===== src/logic/dio_regs_pkg.sv =====
// Register map, field positions, reset values and tick counts shared by
// the control block and its input glitch filter.
// Assumes a 100 MHz core clock and word-addressed Avalon-MM access.
package dio_regs_pkg;

    // ------------------------------------------------------------
    // Clock and tick timing
    // ------------------------------------------------------------
    localparam int CLK_PERIOD_NS = 10;      // Core clock period
    localparam int WDT_TICK_NS = 100;       // Watchdog count weight
    localparam int FILT_TICK_NS = 200;      // Glitch window count weight
    localparam int WDT_TICK_CYCLES = (WDT_TICK_NS + CLK_PERIOD_NS - 1)
                                     / CLK_PERIOD_NS;
    localparam int FILT_TICK_CYCLES = (FILT_TICK_NS + CLK_PERIOD_NS - 1)
                                      / CLK_PERIOD_NS;

    // ------------------------------------------------------------
    // Register indices (byte address is four times the index)
    // ------------------------------------------------------------
    localparam logic [7:0] IDX_STROBES = 8'h01;      // Write-only strobes
    localparam logic [7:0] IDX_EVENTS = 8'h02;       // Event status
    localparam logic [7:0] IDX_INT_ENABLE = 8'h03;   // Interrupt enables
    localparam logic [7:0] IDX_DEVICE_VERSION = 8'h04;
    localparam logic [7:0] IDX_GLITCH_WINDOW = 8'h08;
    localparam logic [7:0] IDX_CLOCK_SOURCE_SELECT = 8'h14;
    localparam logic [7:0] IDX_WDT_ACTION_ENABLE = 8'h15;
    localparam logic [7:0] IDX_WDT_EXPIRED_STATUS = 8'h17;
    localparam logic [7:0] IDX_WATCHDOG_TIMEOUT_INTERVAL = 8'h18;
    localparam logic [7:0] IDX_OUTPUT_NORMAL = 8'h1c;
    localparam logic [7:0] IDX_OUTPUT_EXPIRE = 8'h1d;
    localparam logic [7:0] IDX_INPUT_STATE = 8'h1e;

    // ------------------------------------------------------------
    // Field positions
    // ------------------------------------------------------------
    localparam int GLITCH_W = 20;           // Glitch window field width
    localparam int STB_EXPIRY_CLEAR = 4;    // Strobe register bits
    localparam int STB_RESTART = 5;
    localparam int STB_EVENT_CLEAR = 6;
    localparam int EVT_WDT = 5;             // Event status bit
    localparam int EVT_MASTER = 2;
    localparam int IE_WDT = 5;              // Interrupt enable bits
    localparam int IE_MASTER = 2;
    localparam int CLK_AUTO_OFF = 0;        // Clock select byte bits
    localparam int CLK_SOURCE = 1;

    // ------------------------------------------------------------
    // Reset values
    // ------------------------------------------------------------
    localparam logic [31:0] RST_GLITCH_WINDOW = 32'h0000_0000;
    localparam logic [31:0] RST_WDT_TIMEOUT = 32'h0000_0000;
    localparam logic [7:0] RST_BYTE = 8'h00;

endpackage


===== src/logic/input_glitch_filter.sv =====
// Per-line glitch filter: a line change is passed on only after the raw
// level has held steady for the programmed window of 200 ns counts.
// Assumes raw inputs are already synchronous to core_clk.
`timescale 1ns/1ps
module input_glitch_filter
    import dio_regs_pkg::*;
#(
    parameter int IN_W = 8
) (
    input wire logic core_clk,
    input wire logic rst_n,
    input wire logic [IN_W-1:0] raw_in,
    input wire logic [GLITCH_W-1:0] window_count,
    output logic [IN_W-1:0] filtered_out
);

    // ------------------------------------------------------------
    // Shared 200 ns tick
    // ------------------------------------------------------------
    localparam logic [7:0] TICK_LAST = 8'(FILT_TICK_CYCLES - 1);

    logic [7:0] tick_cnt_reg;   // Cycles within one filter tick
    logic tick_reg;             // One-cycle pulse every 200 ns

    // Free-running prescaler; one tick shared by all lines saves area
    // at the cost of up to one tick of jitter on the window start
    always_ff @(posedge core_clk or negedge rst_n) begin
        if (!rst_n) begin
            tick_cnt_reg <= 8'h00;
            tick_reg <= 1'b0;
        end else if (tick_cnt_reg == TICK_LAST) begin
            tick_cnt_reg <= 8'h00;
            tick_reg <= 1'b1;
        end else begin
            tick_cnt_reg <= tick_cnt_reg + 8'h01;
            tick_reg <= 1'b0;
        end
    end

    // ------------------------------------------------------------
    // Per-line stability counters
    // ------------------------------------------------------------
    genvar i;
    generate
        for (i = 0; i < IN_W; i++) begin : g_line
            logic [GLITCH_W-1:0] held_reg;  // Ticks the new level held

            // A change shorter than the window less one tick never reaches the output
            always_ff @(posedge core_clk or negedge rst_n) begin
                if (!rst_n) begin
                    held_reg <= '0;
                    filtered_out[i] <= 1'b0;
                end else if (raw_in[i] == filtered_out[i]) begin
                    held_reg <= '0;                 // Glitch ended, restart
                end else if (held_reg >= window_count) begin
                    filtered_out[i] <= raw_in[i];
                    held_reg <= '0;
                end else if (tick_reg) begin
                    held_reg <= held_reg + 1'b1;
                end
            end
        end
    endgenerate

endmodule


===== src/logic/dio_watchdog_filter_clock_regs.sv =====
// Control and status registers of a static digital I/O board: version word,
// glitch window, system clock source choice and the watchdog timer.
// Assumes an Avalon-MM master with word addresses and synchronous inputs.
//
// Summary of operation
// - Read-only 32-bit version word always readable
// - Programmable window rejects short input glitches
// - Window is 20 low bits, 200 ns each
// - Clock choice disable bit resets to zero
// - Disable bit set forces onboard oscillator
// - Status bit: 0 backplane, 1 onboard clock
// - Enabled expiry drives outputs to expiry states
// - Expired status reads zero in normal operation
// - Expired status reads one once expired
// - Wait programmed 32-bit count of 100 ns
// - Expiry clear leaves expiry state, undoes effects
// - Expiry sets flag; interrupt needs both enables
//
// Register access over Avalon-MM is this design's own decision.
`timescale 1ns/1ps
module dio_watchdog_filter_clock_regs
    import dio_regs_pkg::*;
#(
    parameter int OUT_W = 8,
    parameter int IN_W = 8,
    parameter logic [31:0] VERSION_WORD = 32'h0001_0000 // Arbitrary value
) (
    input wire logic core_clk,
    input wire logic rst_n,
    input wire logic [7:0] avs_address,
    input wire logic avs_read,
    input wire logic avs_write,
    input wire logic [31:0] avs_writedata,
    input wire logic [3:0] avs_byteenable,
    output logic [31:0] avs_readdata,
    output logic avs_waitrequest,
    input wire logic backplane_clk_present,
    input wire logic [IN_W-1:0] raw_in,
    output logic [IN_W-1:0] filtered_in,
    output logic [OUT_W-1:0] data_out,
    output logic clk_source_onboard,
    output logic watchdog_expired_flag,
    output logic irq
);

    // ------------------------------------------------------------
    // Register storage
    // ------------------------------------------------------------
    logic [GLITCH_W-1:0] glitch_window_count;   // Filter window in ticks
    logic auto_clock_choice_off;                 // Manual clock choice
    logic system_clock_source_flag;              // Active clock source
    logic watchdog_expire_action_enable;         // Expiry drives outputs
    logic [31:0] watchdog_timeout_count;         // Timeout in 100 ns units
    logic [OUT_W-1:0] output_normal_reg;         // Outputs when healthy
    logic [OUT_W-1:0] output_expire_reg;         // Outputs when expired
    logic watchdog_event_flag;                   // Sticky expiry event
    logic wdt_int_enable_reg;                    // Watchdog interrupt enable
    logic master_int_enable_reg;                 // Global interrupt enable
    logic [31:0] wdt_ticks_reg;                  // Ticks since restart
    logic [3:0] wdt_pre_reg;                     // Cycles within a tick
    logic [31:0] read_next;                      // Read mux output

    // ------------------------------------------------------------
    // Bus handshake decode
    // ------------------------------------------------------------
    // A write is accepted on the edge where waitrequest is seen low; a read is captured one edge earlier, while it is high
    logic wr_go;
    logic rd_start;
    logic strobe_restart;
    logic strobe_expiry_clear;
    logic strobe_event_clear;
    logic wdt_tick;
    logic wdt_hit;

    assign wr_go = avs_write && !avs_waitrequest;
    assign rd_start = avs_read && avs_waitrequest;
    assign strobe_restart = wr_go && (avs_address == IDX_STROBES)
                            && avs_byteenable[0]
                            && avs_writedata[STB_RESTART];
    assign strobe_expiry_clear = wr_go && (avs_address == IDX_STROBES)
                                 && avs_byteenable[0]
                                 && avs_writedata[STB_EXPIRY_CLEAR];
    assign strobe_event_clear = wr_go && (avs_address == IDX_STROBES)
                                && avs_byteenable[0]
                                && avs_writedata[STB_EVENT_CLEAR];

    // ------------------------------------------------------------
    // Avalon-MM handshake
    // ------------------------------------------------------------
    // One wait state on every access: waitrequest drops for exactly one
    // cycle after a request is seen, then rises again for the next one
    always_ff @(posedge core_clk or negedge rst_n) begin
        if (!rst_n) begin
            avs_waitrequest <= 1'b1;
        end else if ((avs_read || avs_write) && avs_waitrequest) begin
            avs_waitrequest <= 1'b0;
        end else begin
            avs_waitrequest <= 1'b1;
        end
    end

    // Read mux; unmapped indices and reserved bits read as zero
    always_comb begin
        read_next = 32'h0000_0000;
        case (avs_address)
            IDX_DEVICE_VERSION: begin
                read_next = VERSION_WORD;
            end
            IDX_GLITCH_WINDOW: begin
                read_next[GLITCH_W-1:0] = glitch_window_count;
            end
            IDX_CLOCK_SOURCE_SELECT: begin
                // Bit 0 is write-only and reads as zero
                read_next[CLK_SOURCE] = system_clock_source_flag;
            end
            IDX_WDT_ACTION_ENABLE: begin
                read_next[0] = watchdog_expire_action_enable;
            end
            IDX_WDT_EXPIRED_STATUS: begin
                read_next[0] = watchdog_expired_flag;
            end
            IDX_WATCHDOG_TIMEOUT_INTERVAL: begin
                read_next = watchdog_timeout_count;
            end
            IDX_EVENTS: begin
                read_next[EVT_WDT] = watchdog_event_flag;
                read_next[EVT_MASTER] = irq;
            end
            IDX_INT_ENABLE: begin
                read_next[IE_WDT] = wdt_int_enable_reg;
                read_next[IE_MASTER] = master_int_enable_reg;
            end
            IDX_OUTPUT_NORMAL: begin
                read_next[OUT_W-1:0] = output_normal_reg;
            end
            IDX_OUTPUT_EXPIRE: begin
                read_next[OUT_W-1:0] = output_expire_reg;
            end
            IDX_INPUT_STATE: begin
                read_next[IN_W-1:0] = filtered_in;
            end
            default: begin
                read_next = 32'h0000_0000;
            end
        endcase
    end

    // Read data is captured as waitrequest falls and held until next read
    always_ff @(posedge core_clk or negedge rst_n) begin
        if (!rst_n) begin
            avs_readdata <= 32'h0000_0000;
        end else if (rd_start) begin
            avs_readdata <= read_next;
        end
    end

    // ------------------------------------------------------------
    // Glitch window register
    // ------------------------------------------------------------
    // Upper bits are not stored; software is expected to keep them zero
    always_ff @(posedge core_clk or negedge rst_n) begin
        if (!rst_n) begin
            glitch_window_count <= RST_GLITCH_WINDOW[GLITCH_W-1:0];
        end else if (wr_go && avs_address == IDX_GLITCH_WINDOW) begin
            if (avs_byteenable[0]) begin
                glitch_window_count[7:0] <= avs_writedata[7:0];
            end
            if (avs_byteenable[1]) begin
                glitch_window_count[15:8] <= avs_writedata[15:8];
            end
            if (avs_byteenable[2]) begin
                // Bits 31-20 dropped
                glitch_window_count[19:16] <= avs_writedata[19:16];
            end
        end
    end

    // ------------------------------------------------------------
    // System clock source choice
    // ------------------------------------------------------------
    // Disable bit: only a write sets or clears it
    always_ff @(posedge core_clk or negedge rst_n) begin
        if (!rst_n) begin
            auto_clock_choice_off <= 1'b0;
        end else if (wr_go && avs_address == IDX_CLOCK_SOURCE_SELECT
                     && avs_byteenable[0]) begin
            auto_clock_choice_off <= avs_writedata[CLK_AUTO_OFF];
        end
    end

    // Source follows the disable bit, else backplane presence
    always_ff @(posedge core_clk or negedge rst_n) begin
        if (!rst_n) begin
            system_clock_source_flag <= 1'b0;
            clk_source_onboard <= 1'b0;
        end else begin
            // Forced onboard; else fallback
            system_clock_source_flag <= auto_clock_choice_off
                                        || !backplane_clk_present;
            clk_source_onboard <= auto_clock_choice_off
                                  || !backplane_clk_present;
        end
    end

    // ------------------------------------------------------------
    // Watchdog configuration registers
    // ------------------------------------------------------------
    // Action enable and timeout are plain read-write storage
    always_ff @(posedge core_clk or negedge rst_n) begin
        if (!rst_n) begin
            watchdog_expire_action_enable <= 1'b0;
            watchdog_timeout_count <= RST_WDT_TIMEOUT;
        end else if (wr_go) begin
            if (avs_address == IDX_WDT_ACTION_ENABLE
                && avs_byteenable[0]) begin
                watchdog_expire_action_enable <= avs_writedata[0];
            end
            if (avs_address == IDX_WATCHDOG_TIMEOUT_INTERVAL) begin
                for (int b = 0; b < 4; b++) begin
                    if (avs_byteenable[b]) begin
                        watchdog_timeout_count[b*8 +: 8] <=
                            avs_writedata[b*8 +: 8];
                    end
                end
            end
        end
    end

    // Output value registers and interrupt enables
    always_ff @(posedge core_clk or negedge rst_n) begin
        if (!rst_n) begin
            output_normal_reg <= '0;
            output_expire_reg <= '0;
            wdt_int_enable_reg <= 1'b0;
            master_int_enable_reg <= 1'b0;
        end else if (wr_go && avs_byteenable[0]) begin
            if (avs_address == IDX_OUTPUT_NORMAL) begin
                output_normal_reg <= avs_writedata[OUT_W-1:0];
            end
            if (avs_address == IDX_OUTPUT_EXPIRE) begin
                output_expire_reg <= avs_writedata[OUT_W-1:0];
            end
            if (avs_address == IDX_INT_ENABLE) begin
                wdt_int_enable_reg <= avs_writedata[IE_WDT];
                master_int_enable_reg <= avs_writedata[IE_MASTER];
            end
        end
    end

    // ------------------------------------------------------------
    // Watchdog timer
    // ------------------------------------------------------------
    localparam logic [3:0] WDT_PRE_LAST = 4'(WDT_TICK_CYCLES - 1);

    assign wdt_tick = (wdt_pre_reg == WDT_PRE_LAST);
    // A zero timeout leaves the watchdog idle
    assign wdt_hit = (watchdog_timeout_count != 32'h0000_0000)
                     && (wdt_ticks_reg >= watchdog_timeout_count)
                     && !watchdog_expired_flag;

    // Prescaler and tick counter restart together so each restart gives
    // the full programmed interval
    always_ff @(posedge core_clk or negedge rst_n) begin
        if (!rst_n) begin
            wdt_pre_reg <= 4'h0;
            wdt_ticks_reg <= 32'h0000_0000;
        end else if (strobe_restart || strobe_expiry_clear) begin
            wdt_pre_reg <= 4'h0;
            wdt_ticks_reg <= 32'h0000_0000;
        end else if (watchdog_expired_flag) begin
            wdt_pre_reg <= 4'h0;                            // Frozen
        end else if (wdt_tick) begin
            wdt_pre_reg <= 4'h0;
            if (wdt_ticks_reg != 32'hffff_ffff) begin
                wdt_ticks_reg <= wdt_ticks_reg + 32'h0000_0001;
            end
        end else begin
            wdt_pre_reg <= wdt_pre_reg + 4'h1;
        end
    end

    // Expiry state; a hit in the same cycle as a clear wins
    always_ff @(posedge core_clk or negedge rst_n) begin
        if (!rst_n) begin
            watchdog_expired_flag <= 1'b0;
        end else if (wdt_hit) begin
            watchdog_expired_flag <= 1'b1;
        end else if (strobe_expiry_clear) begin
            watchdog_expired_flag <= 1'b0;
        end
    end

    // Sticky event flag; set wins over software clear
    always_ff @(posedge core_clk or negedge rst_n) begin
        if (!rst_n) begin
            watchdog_event_flag <= 1'b0;
        end else if (wdt_hit) begin
            watchdog_event_flag <= 1'b1;
        end else if (strobe_event_clear) begin
            watchdog_event_flag <= 1'b0;
        end
    end

    // Interrupt needs the flag and both enables
    always_ff @(posedge core_clk or negedge rst_n) begin
        if (!rst_n) begin
            irq <= 1'b0;
        end else begin
            irq <= watchdog_event_flag && wdt_int_enable_reg
                   && master_int_enable_reg;
        end
    end

    // ------------------------------------------------------------
    // Output drive
    // ------------------------------------------------------------
    // Expiry values only while expired and the action is enabled
    always_ff @(posedge core_clk or negedge rst_n) begin
        if (!rst_n) begin
            data_out <= '0;
        end else if (watchdog_expired_flag
                     && watchdog_expire_action_enable) begin
            data_out <= output_expire_reg;
        end else begin
            data_out <= output_normal_reg;
        end
    end

    // ------------------------------------------------------------
    // Input glitch filter
    // ------------------------------------------------------------
    input_glitch_filter #(
        .IN_W(IN_W)
    ) u_filter (
        .core_clk(core_clk),
        .rst_n(rst_n),
        .raw_in(raw_in),
        .window_count(glitch_window_count),
        .filtered_out(filtered_in)
    );

endmodule


===== config.mk =====
export PLATFORM = sky130hd
export DESIGN_NAME = dio_watchdog_filter_clock_regs
export DESIGN_NICKNAME = d
export VERILOG_FILES = /design/src/logic/dio_regs_pkg.sv /design/src/logic/input_glitch_filter.sv /design/src/logic/dio_watchdog_filter_clock_regs.sv
export SDC_FILE = /design/constraint.sdc
export NUM_CORES = 1
export LEC_CHECK = 0
export ABC_AREA = 1
export BUFFER_PORTS_ARGS = -buffer_cell sky130_fd_sc_hd__buf_4
export CORE_ASPECT_RATIO = 1.1
export CORE_MARGIN = 5
export CORE_UTILIZATION = 40
export CTS_BUF_LIST = sky130_fd_sc_hd__clkbuf_2
export DETAILED_ROUTE_END_ITERATION = 8
export PLACE_DENSITY = 0.59
export SYNTH_ARGS = -nofsm -noshare
export SYNTH_HDL_FRONTEND = slang
export SYNTH_SLANG_ARGS = --single-unit
export TNS_END_PERCENT = 10

===== constraint.sdc =====
create_clock -name core_clk -period 3.56 [get_ports core_clk]
set_input_delay 0.178 -clock core_clk [delete_from_list [all_inputs] [get_ports core_clk]]
set_output_delay 0.178 -clock core_clk [all_outputs]
set_load 0.01 [all_outputs]

After elaboration in Yosys (flattened, before gate mapping)
Cells that the tools add are included.

word-level totals
  bits in registers = 330
  input port bits = 57
  output and inout bits = 52

operators by class
  add/subtract/negate cells = 11
  magnitude comparators = 9
  equality and inequality tests = 24
  muxes and demuxes = 47
  bitwise logic cells = 8
  reductions and logical operators = 57

operators with widths
  kind                                           number
  two-way mux 20 bit                             24
  adder 20 x 1 -> 20 bit, second input constant  8
  >= comparator 20 bit                           8
  two-way mux 32 bit                             4
  == test 8 x 5 -> 1 bit, second input constant  8
  one-hot mux 12 bit (3 select lines)            1
  adder 32 x 1 -> 32 bit, second input constant  1
  >= comparator 32 bit                           1
  inequality test 32 bit, second input constant  1
  nonzero test 32 bit                            1
  AND reduction 2 bit                            15
  nonzero test 3 bit                             8
  one-hot mux 1 bit (7 select lines)             3
  one-hot mux 2 bit (5 select lines)             2
  logical AND 1 bit                              18
  == test 8 x 2 -> 1 bit, second input constant  2
  two-way mux 8 bit                              2
  AND reduction 3 bit                            5
  two-way mux 12 bit                             1
  two-way mux 4 bit                              3
  adder 8 x 1 -> 8 bit, second input constant    1
  == test 1 bit                                  8
  == test 8 x 1 -> 1 bit, second input constant  1
  == test 8 x 3 -> 1 bit, second input constant  1
  10 further kinds                               29

Depth between registers and ports, before layout
Gate-level depths: netlist of the first run.

  word-level depth = 8
  depth in mapped cells = 15
  mapped depth without buffers = 15

Hierarchy
From an unflattened synthesis of the first run, not the netlist that was laid out.

second synthesis, totals
  cells, all modules = 3390
  area total of the unflattened synthesis = 24098.1 µm²

modules (own cells, without submodules)
  module                          instances  cells an instance  area an instance (µm²)
  input_glitch_filter             1          2270               15623.7
  dio_watchdog_filter_clock_regs  1          1120               8474.4

Worst setup path after synthesis of the first run
Ideal clock, no wire load.

  path type = register to register
  start point = reg glitch_window_count[15]
  end point = reg u_filter.g_line[3].held_reg[10]
  setup time = 72 ps
  arrival time = 1730 ps
  required time = 3488 ps
  path slack = 1758 ps
  stages on the path, launching flop included = 10
  clock period less this slack = 1802 ps
  path through = dfrtp_1 -> inv_1 -> ha_1 -> a21oi_1 -> nand2_1 -> a21oi_1 -> and2_1 -> nand3_2 -> buf_2 -> nor2_1

between the ends
  cells in the longest elaborated chain, start to end = 3

RTL lines
  element                 RTL line                               RTL
  from (decl)             dio_watchdog_filter_clock_regs.sv:49   logic [GLITCH_W-1:0] glitch_window_count;
  from (signal assigned)  dio_watchdog_filter_clock_regs.sv:163  glitch_window_count <= RST_GLITCH_WINDOW[GLITCH_W-1:0];
  from (signal assigned)  dio_watchdog_filter_clock_regs.sv:169  glitch_window_count[15:8] <= avs_writedata[15:8];
  >= comparator 20 bit *  input_glitch_filter.sv:55              end else if (held_reg >= window_count) begin
  two-way mux 20 bit      input_glitch_filter.sv:55
  two-way mux 20 bit      input_glitch_filter.sv:53              end else if (raw_in[i] == filtered_out[i]) begin
  to (signal assigned)    input_glitch_filter.sv:59              held_reg <= held_reg + 1'b1;
  to (decl)               input_glitch_filter.sv:46              logic [GLITCH_W-1:0] held_reg;

Mark *: on every way between the ends. The rest lies on a longest branch, timed or not.
A chain may end at the register's enable or synchronous reset.

Worst setup path in the final report of the first run
  start point = in avs_address[6]
  end point = reg watchdog_timeout_count[21]

between the ends
  cells in the longest elaborated chain, start to end = 2

RTL lines
  element                          RTL line                               RTL
  from (decl)                      dio_watchdog_filter_clock_regs.sv:30   input wire logic [7:0] avs_address,
  == test 8 x 5 -> 1 bit           dio_watchdog_filter_clock_regs.sv:218  if (avs_address == IDX_WATCHDOG_TIMEOUT_INTERVAL) begin
  AND reduction 3 bit (no line)    --
  to (signal, indexed assignment)  dio_watchdog_filter_clock_regs.sv:221  watchdog_timeout_count[b*8 +: 8] <=
  to (decl)                        dio_watchdog_filter_clock_regs.sv:53   logic [31:0] watchdog_timeout_count;

Every way passes these cells.

==> results of run 1 <==
-- logic make-up (layout without fill, tap and decap cells) --
logic type      count (synthesis)  in the layout  synth area share [%]
compound gates                291            291                  7.57
xor+xnor                      140            140                  5.77
fa+ha+maj                     204            204                  12.0
buf+inv                       368            756                  6.98
flops                         330            330                  38.9
mux                            15             15                 0.754
other cells                     0              7                     0
simple gates                 1384           1384                  28.0
-- power groups by stage --
stage	registers, uW	clock network (uW)	logic [uW]
6_report	3850	2950	743
5_1_grt	3860	3250	826
4_1_cts	3850	3060	746
3_5_place_dp	3930	0	639
3_3_place_gp	3930	0	630
2_1_floorplan	3910	0	297
-- area by class of cell --
| cell class | instances | share of cell area, % |
|---|---|---|
| Multi-Input combinational cell | 2034 | 45.7 |
| Sequential cell | 330 | 32.8 |
| Timing Repair Buffer | 284 | 10.1 |
| Inverter | 309 | 4.61 |
| Tap cell | 675 | 3.36 |
| Clock buffer | 140 | 2.78 |
| Clock inverter | 23 | 0.611 |
| Antenna cell | 7 | 0.0696 |
-- critical path: cells and delay by family --
kind | cells | cell delay [ps]
compound gates | 1 | 40
buf+inv | 7 | 2920
simple gates | 5 | 1260
-- path summary, 6_finish.rpt --
path / start / end / cells past startpoint
min in group asynchronous: rst_n / u_filter.g_line[6].held_reg[3]$_DFFE_PN0P_ / 4
worst min-delay path: avs_writedata[4] / watchdog_timeout_count[4]$_DFFE_PN0P_ / 4
worst max-delay path: avs_address[6] / watchdog_timeout_count[21]$_DFFE_PN0P_ / 13
worst max register to register: avs_waitrequest$_DFF_PN1_ / glitch_window_count[8]$_DFFE_PN0P_ / 8
max in group asynchronous: rst_n / u_filter.g_line[0].held_reg[9]$_DFFE_PN0P_ / 4
worst min register to register: u_filter.tick_cnt_reg[0]$_DFF_PN0_ / u_filter.tick_cnt_reg[0]$_DFF_PN0_ / 1
-- synthesized netlist by cell type (2+ instances only) --
cell type,number,area share [%]
buf_2,30,0.71
buf_1,7,0.12
nand3_1,148,3.5
o21ai_0,100,2.4
o21ai_1,24,0.57
mux2i_1,7,0.33
nand3b_1,16,0.57
a21o_1,8,0.28
nor2_4,3,0.16
xnor2_1,41,1.7
o31ai_1,12,0.42
clkbuf_1,13,0.23
nand2_1,632,11
a21boi_0,7,0.25
nor3_4,2,0.15
o22ai_1,21,0.62
ha_1,204,12
mux2_2,8,0.42
a21oi_1,102,2.4
nand3_2,4,0.19
and3_1,2,0.059
o21bai_1,4,0.14
nand4_1,83,2.4
nor3_1,61,1.4
buf_6,8,0.42
xor2_1,99,4.1
nand2_2,10,0.29
nor4_1,8,0.24
inv_1,302,5.3
nor3_2,5,0.24
nor2_2,3,0.088
and2_1,2,0.059
or2_2,5,0.15
nor2_1,394,7.0
o21a_1,9,0.32
nand2_4,2,0.11
inv_2,7,0.12
dfrtp_1,329,39
-- per-layer routing --
layer  vias up  GRT usage [%]
li1       9616              -
met1      9208           26.9
met2       588           37.9
met3       164           4.72
met4         2           11.1
met5         -              0
-- metrics by stage --
stage	power, uW	util (%)	hold slack, ps	setup slack (ps)	area (um2)
global placement	4560	43.6	256	1070	22900
detailed placement	4570	43.6	254	958	22900
global route	7940	47.9	89.8	75.2	25200
finish	7550	47.9	141	157	25200
CTS	7650	47.9	22.2	377	25200
floorplan	4210	-	-118	1760	21200
==> summary.md, run 1 <==
| Metric | Value |
|---|---|
| Critical path class | in2reg |
| 1st-pass router iterations | 5 |
| Post-route ant nets | 0 |
| Root buf cell | clkbuf_2 |
| Min Tclk post-route | 3400 ps |
| Post-CTS Setup Bufs | 0 |
| Worst IR Drop VDD | 0.183 mV |
| Share of synthesized flip-flops with an asynchronous set or reset | 100% |
| Row count | 88 |
| Final setup viols | 0 |
| RSZ-0062 raised after global routing | false |
| Final Cycle Share | 95.6% |
| Vias per inst | 5.15 |
| Crit path capture type | flop |
| Avg Inst Size Synth | 7.77 um2 |
| DR vias | 19578 |
| Synth Warn # | 0 |
| Avg WL per Cell | 17.1 um |
| Worst-Margin Slew | 899 ps |
| Post-Syn Area | 21200 um2 |
| Most common flop cell mapped by yosys | dfrtp_1 |
| Highest metal layer with signal wires | met5 |
| CP Max Fanout | 32 |
| H-tree depth | 3 |
| Starting DRT DRC Count | 1226 |
| First-pass GRT wire length | 104000 um |
| Clock buffer count from CTS | 93 |
| Pwr dens | 300 nW/um2 |
| Gr ovfl total | 0 |
| Clk sinks | 330 |
| Status | finished clean |
| # IOs | 109 |
| Number of nets in the layout | 3313 |
| Syn Nets | 2993 |
| Core Area | 52500 um2 |
| Total GRT Usage | 22.3% |
| CP most frequent cell | dlygate4sd3_1 |
| Clock latency on the worst-skew pair | 1120 ps |
| Slew HR | 39.9% |
| Leak pwr | 0.0120 uW |
| Critical path arrival | 4400 ps |
| Gp weighted congestion | 0.891 |
| Clk pwr share | 39.1% |
| Final wirelength | 64900 um |
| EDFF count, synth | 0 |
| DIE WIDTH | 230 um |
| DR WL met2 | 31200 um |
| Initial Util | 40.4% |
| P_sw | 2280 uW |
| Final max-slew violation count | 0 |
| Post-DP HPWL | 46400 um |
| Most common cell after layout, fill and taps aside | nand2_1 |
| Largest net degree at the start of global routing | 79 |
| Die Span Y | 252 um |
| Layout cells sized above 1 | 11.2% |
| Area Overhead vs Synth | 18.5% |
| Combinational power share | 9.8% |
| Cell Int Power | 5270 uW |
| Skew final | 101 ps |
| Max cap viols | 0 |
| Sequential area share after synthesis | 38.9% |
| Switching part of the total power | 30.2% |
| Flop2flop setup slack | 920 ps |
| Filler instances | 5052 |
| CP max stage delay | 630 ps |
| CTS clk-pin slew, worst paths | 110 ps |
| Max reg flops | 160 |
| Most frequent cells in the layout | nand2_1 (632), nor2_1 (394), dfrtp_1 (328), inv_1 (302), ha_1 (204) |
| Drc violations | 0 |
| DIE AREA | 57800 um2 |
| CP cell instances | dlygate4sd3_1 -> buf_4 -> nor2_1 -> nand3_1 -> dlygate4sd3_1 -> inv_2 -> nand2_2 -> inv_2 -> nand2_2 -> nor2_1 -> dlygate4sd3_1 -> a21oi_1 -> dlygate4sd3_1 |
| Worst-case clock buffer depth | 3 |
| Cts hold-fix bufs | 140 |
| Highest-delay cell along the critical path | dlygate4sd3_1 |
| IO buf count | 108 |
| Distinct cells, synth | 48 |
| Number of global-route vias before repair | 19840 |
| Sequential fraction of design power | 51.1% |
| WL met3 | 3860 um |
| Setup TNS | 0 ps |
| Register area | 8260 um2 |
| Register bit total from synthesis | 330 |
| Antenna violations before repair | 8 |
| Hold Vio Cnt, Final | 0 |
| Final std cells w/o fill | 3802 |
| Met1 wire length | 26800 um |
| Post-cts resize count | 0 |
| Placed Cells | 3492 |
| Area of the multi-input gates | 11500 um2 |
| Class of the worst hold path | in2reg |
| Required time worst endpoint | 4550 ps |
| Fmax | 0.294 GHz |
| Synth Instances | 2732 |
| Worst Setup Start Kind | input pin |
| CTS tree | built |
Power figures use the tool's default switching activity.
==> run 2: changes to the inputs <==
==> constraint.sdc (replaced) <==
create_clock -name core_clk -period 3.56 [get_ports core_clk]
set_input_delay 0.356 -clock core_clk [delete_from_list [all_inputs] [get_ports core_clk]]
set_output_delay 0.356 -clock core_clk [all_outputs]
set_load 0.01 [all_outputs]
==> summary.md, run 2 (synthesized netlist as in run 1, its figures left out) <==
| Metric | Value |
|---|---|
| Clock buffer count from CTS | 92 |
| Sequential fraction of design power | 52.2% |
| Worst IR Drop VDD | 0.202 mV |
| Number of nets in the layout | 3300 |
| Worst-case clock buffer depth | 3 |
| CP Max Fanout | 32 |
| Hold Startpoint | avs_address[6] |
| CTS tree | built |
| First-pass GRT wire length | 104000 um |
| Layout cells sized above 1 | 11.2% |
| Die Span Y | 252 um |
| Drc violations | 0 |
| Switching part of the total power | 30.5% |
| Post-DP HPWL | 47400 um |
| Delay-heaviest family, CP | buffers and inverters |
| Status | finished clean |
| IO buf count | 108 |
| Most common cell after layout, fill and taps aside | nand2_1 |
| Gp weighted congestion | 0.918 |
| Cell Int Power | 5130 uW |
| Final std cells w/o fill | 3780 |
| Min Tclk post-route | 3330 ps |
| Clk sinks | 330 |
| Filler instances | 5179 |
| Combinational power share | 10.0% |
| DIE AREA | 57800 um2 |
| Worst Path Buf+Inv | 8 |
| H-tree depth | 3 |
| Hold Vio Cnt, Final | 0 |
| Worst R2R Start | avs_waitrequest$_DFF_PN1_ |
| Skew final | 138 ps |
| Final Cycle Share | 93.5% |
| Clock latency on the worst-skew pair | 1150 ps |
| Final wirelength | 65500 um |
| RSZ-0062 raised after global routing | false |
| Post-cts resize count | 0 |
| Clk pwr share | 37.8% |
| CTS clk-pin slew, worst paths | 130 ps |
| Crit. path cell count | 13 |
| Most frequent cells in the layout | nand2_1 (632), nor2_1 (394), dfrtp_1 (328), inv_1 (302), ha_1 (204) |
| Starting DRT DRC Count | 1207 |
| Max reg flops | 160 |
| Area after DPL | 22900 um2 |
| Final instance area | 25000 um2 |
| Critical path class | in2reg |
| Total power | 7380 uW |
| Final max-slew violation count | 0 |
| DR vias | 19572 |
| Post-route ant nets | 0 |
| Initial Util | 40.4% |
| Final setup viols | 0 |
| Antenna violations before repair | 2 |
| Gr ovfl total | 0 |
| DIE WIDTH | 230 um |
| Worst Setup Start Kind | input pin |
| Min-Delay Path Depth | 8 |
| Leak pwr | 0.0119 uW |
| Worst-Margin Slew | 948 ps |
| P_sw | 2250 uW |
| Crit path capture type | flop |
| CP cell instances | dlygate4sd3_1 -> buf_4 -> inv_1 -> nand3_1 -> dlygate4sd3_1 -> inv_2 -> nand2_2 -> inv_2 -> nand2_2 -> nor2_1 -> dlygate4sd3_1 -> a21oi_1 -> dlygate4sd3_1 |
| Reg2Reg Depth | 10 |
| Slew HR | 36.7% |
| Class of the worst hold path | in2reg |
| Highest-delay cell along the critical path | dlygate4sd3_1 |
| Root buf cell | clkbuf_2 |
| Required time worst endpoint | 4600 ps |
| Largest net degree at the start of global routing | 92 |
| Core Area | 52500 um2 |
| Pwr dens | 296 nW/um2 |
| Flop2flop setup slack | 830 ps |
| WHS Endpoint | wdt_ticks_reg[3]$_DFFE_PN0P_ |
| 1st-pass router iterations | 5 |
| Vias per inst | 5.18 |
| Max cap viols | 0 |
| CP max stage delay | 610 ps |
| Number of global-route vias before repair | 19521 |
| Row count | 88 |
| Area Overhead vs Synth | 17.5% |
| Setup TNS | 0 ps |
| # IOs | 109 |
| Total GRT Usage | 22.4% |
| Worst r2r dst | wdt_ticks_reg[9]$_DFFE_PN0P_ |
| Avg WL per Cell | 17.3 um |
| Critical path arrival | 4360 ps |
| Placed Cells | 3501 |
| CP most frequent cell | dlygate4sd3_1 |
| Fmax | 0.301 GHz |
-- run 2: cell count changes in the layout (fill, tap and decap cells not counted) --
cell,delta
diode_2,-4
clkbuf_2,-9
dlygate4sd3_1,-21
clkinv_1,+6
clkinv_2,-1
clkinv_4,+1
buf_4,+9
clkinvlp_4,-1
bufinv_16,-1
inv_2,-1
-- run 2: power by group through the flow --
stage	clock network [uW]	logic [uW]	registers, uW
after floorplan	0	297	3910
after global routing	3110	813	3860
after global placement	0	638	3930
after detailed placement	0	647	3930
after CTS	2900	741	3850
final	2790	735	3850
-- run 2: worst max-delay path by stage --
stage                                        startpoint                                          end
finish                                   avs_address[5]       watchdog_timeout_count[20]$_DFFE_PN0P_
global route                             avs_address[5]       watchdog_timeout_count[22]$_DFFE_PN0P_
CTS                                      avs_address[5]       watchdog_timeout_count[22]$_DFFE_PN0P_
detailed placement                       avs_address[7]           glitch_window_count[0]$_DFFE_PN0P_
global placement                         avs_address[7]           glitch_window_count[0]$_DFFE_PN0P_
floorplan           glitch_window_count[15]$_DFFE_PN0P_  u_filter.g_line[3].held_reg[10]$_DFFE_PN0P_
-- run 2: routing by layer --
| layer | routed length, um | vias to the layer above | global-route usage [%] |
|---|---|---|---|
| met5 | 0 | - | 0 |
| met4 | 2750 | 0 | 10.8 |
| met3 | 3780 | 137 | 4.30 |
| met2 | 31300 | 573 | 37.9 |
| met1 | 27700 | 9273 | 27.7 |
| li1 | - | 9589 | - |
-- run 2: worst register-to-register path, stage by stage (launching register included) --
cell           delay, ps
dfstp_2              600
nor2_4                70
nand2_2               90
nor2_1                50
nand3_1               80
o21bai_4             120
dlygate4sd3_1        620
buf_4                370
nand2_4              350
nand3b_1             210
nand2_1               60
-- run 2: cell type report --
class	count	area [um2]	area share [%]
repair buffers	272	2390	9.57
well taps	675	845	3.38
clock inverters	26	139	0.556
diodes	3	7.51	0.0301
inverters	309	1160	4.65
flip-flops and latches	330	8260	33.1
clock buffers	131	656	2.63
multi-input cells	2034	11500	46.1
-- run 2: metrics by stage --
step / worst slack [ps] / hold slack, ps / utilization (%)
2_1_floorplan: 1760 / 60.4 / -
3_3_place_gp: 927 / 430 / 43.7
3_5_place_dp: 961 / 428 / 43.7
4_1_cts: 419 / 3.35 / 47.5
5_1_grt: 118 / 54.4 / 47.5
6_report: 232 / 92.7 / 47.5
-- run 2: timing repair --
action | in CTS | in global routing
hold buffers | 119 | 0
hold endpoints to repair | 633 | 0
setup buffers | 0 | 0
==> run 3: changes to the inputs <==
--- a/config.mk
+++ b/config.mk
@@ -12,7 +12,6 @@
 export CORE_UTILIZATION = 40
 export CTS_BUF_LIST = sky130_fd_sc_hd__clkbuf_2
 export DETAILED_ROUTE_END_ITERATION = 8
-export PLACE_DENSITY = 0.59
 export SYNTH_ARGS = -nofsm -noshare
 export SYNTH_HDL_FRONTEND = slang
 export SYNTH_SLANG_ARGS = --single-unit
==> summary.md, run 3 (synthesized netlist as in run 1, its figures left out) <==
| Metric | Value |
|---|---|
| CTS tree | built |
| DIE WIDTH | 230 um |
| CP Max Fanout | 16 |
| Initial Util | 40.4% |
| Number of nets in the layout | 3304 |
| Worst Path Buf+Inv | 8 |
| Die Span Y | 252 um |
| Min Tclk post-route | 3360 ps |
| Worst-Margin Slew | 758 ps |
| Area after DPL | 23000 um2 |
| Worst Setup Start Kind | input pin |
| Max reg flops | 160 |
| Starting DRT DRC Count | 1311 |
| H-tree depth | 3 |
| Row count | 88 |
| Layout cells sized above 1 | 11.4% |
| Critical path class | in2reg |
| Gp weighted congestion | 0.896 |
| Most common cell after layout, fill and taps aside | nand2_1 |
| Setup TNS | 0 ps |
| Fmax | 0.297 GHz |
| Filler instances | 5110 |
| Final wirelength | 65200 um |
| Hold Vio Cnt, Final | 0 |
| Post-CTS Setup Bufs | 0 |
| Core Area | 52500 um2 |
| Clk sinks | 330 |
| Drc violations | 0 |
| CP cell instances | dlygate4sd3_1 -> buf_4 -> inv_1 -> nand2_1 -> dlygate4sd3_1 -> nor2_2 -> dlygate4sd3_1 -> nand2_2 -> inv_2 -> nand2_2 -> nor2_1 -> dlygate4sd3_1 -> a21oi_1 -> dlygate4sd3_1 |
| Vias per inst | 5.20 |
| Leak pwr | 0.0120 uW |
| Final max-slew violation count | 0 |
| DR vias | 19733 |
| CP most frequent cell | dlygate4sd3_1 |
| Avg WL per Cell | 17.2 um |
| Final setup viols | 0 |
| Slew HR | 49.0% |
| Total GRT Usage | 22.4% |
| Final instance area | 25100 um2 |
| Antenna violations before repair | 5 |
| Gr ovfl total | 0 |
| Skew final | 128 ps |
| Critical path arrival | 4360 ps |
| Clock latency on the worst-skew pair | 1140 ps |
| Class of the worst hold path | in2reg |
| Max cap viols | 0 |
| DIE AREA | 57800 um2 |
| Dpl ws | 974 ps |
| CTS clk-pin slew, worst paths | 90 ps |
| Worst-case clock buffer depth | 3 |
| 1st-pass router iterations | 6 |
| Largest net degree at the start of global routing | 85 |
| Status | finished clean |
| Root buf cell | clkbuf_2 |
| Register area | 8260 um2 |
| Crit path capture type | flop |
| Final Cycle Share | 94.4% |
| Delay-heaviest family, CP | buffers and inverters |
| Area Overhead vs Synth | 18.1% |
| Number of global-route vias before repair | 19842 |
| Post-DP HPWL | 46900 um |
| Final core utilization | 47.7% |
| Required time worst endpoint | 4560 ps |
| CP max stage delay | 590 ps |
| Worst IR Drop VDD | 0.251 mV |
| Post-cts resize count | 0 |
| # IOs | 109 |
| Most frequent cells in the layout | nand2_1 (632), nor2_1 (394), dfrtp_1 (328), inv_1 (302), ha_1 (204) |
| Post-route ant nets | 0 |
| Setup ws final | 198 ps |
| IO buf count | 108 |
| Clock buffer count from CTS | 96 |
| Pwr dens | 302 nW/um2 |
| Area of the multi-input gates | 11500 um2 |
| First-pass GRT wire length | 105000 um |
| RSZ-0062 raised after global routing | false |
| Highest-delay cell along the critical path | dlygate4sd3_1 |
==> run 3: changes by cell type in the layout (fill, tap and decap cells not counted), moves of 2 or more <==
cell           change
clkinv_2           +3
buf_12             +2
clkbuf_2           +6
dlygate4sd3_1      +3
buf_4              -5
==> run 3: worst paths after layout <==
check,startpoint,end,slack (ps),cells past startpoint
setup reg to reg,avs_waitrequest$_DFF_PN1_,watchdog_timeout_count[22]$_DFFE_PN0P_,460,9
max in group asynchronous,rst_n,u_filter.tick_reg$_DFF_PN0_,2450,4
hold / removal,avs_writedata[0],watchdog_expire_action_enable$_DFFE_PN0P_,150,4
setup / recovery,avs_address[2],watchdog_timeout_count[22]$_DFFE_PN0P_,200,14
min in group asynchronous,rst_n,avs_readdata[24]$_DFFE_PN0P_,470,4
hold reg to reg,auto_clock_choice_off$_DFFE_PN0P_,system_clock_source_flag$_DFF_PN0_,460,2
==> run 3: cell type report <==
cell class	count	share of cell area, %
multi-input cells	2034	45.9
flip-flops and latches	330	33.0
repair buffers	272	9.66
inverters	309	4.63
well taps	675	3.37
clock buffers	137	2.73
clock inverters	32	0.763
diodes	4	0.0399
==> run 3: worst register-to-register path: cells and delay by family (launching register included) <==
kind,cells,cell delay (ps)
buf+inv,4,1810
simple gates,4,710
flops,1,410
compound gates,1,40
==> run 3: report_power, final <==
part | leakage (uW) | internal (uW) | switching (uW)
logic | 0.00681 | 285 | 459
clock network | 0.000663 | 1190 | 1780
registers | 0.00448 | 3790 | 62.1
==> run 3: through the flow <==
step	hold slack, ps	cells	total power, uW
floorplan	60.4	2732	4210
detailed placement	434	3498	4580
global placement	431	3498	4570
CTS	21.7	3789	7690
finish	146	3793	7570
global route	109	3792	7980
==> run 3: what timing repair did <==
item / 4_1_cts / 5_1_grt
setup endpoints to repair: 0 / 0
hold endpoints to repair: 639 / 0
hold buffers: 122 / 0
==> run 3: metal layers <==
layer | vias to the layer above | global-route usage, % | wire, um
li1 | 9595 | - | -
met1 | 9441 | 27.3 | 27600
met2 | 540 | 38.7 | 31600
met3 | 155 | 4.65 | 3520
met4 | 2 | 9.52 | 2510
met5 | - | 0 | 7
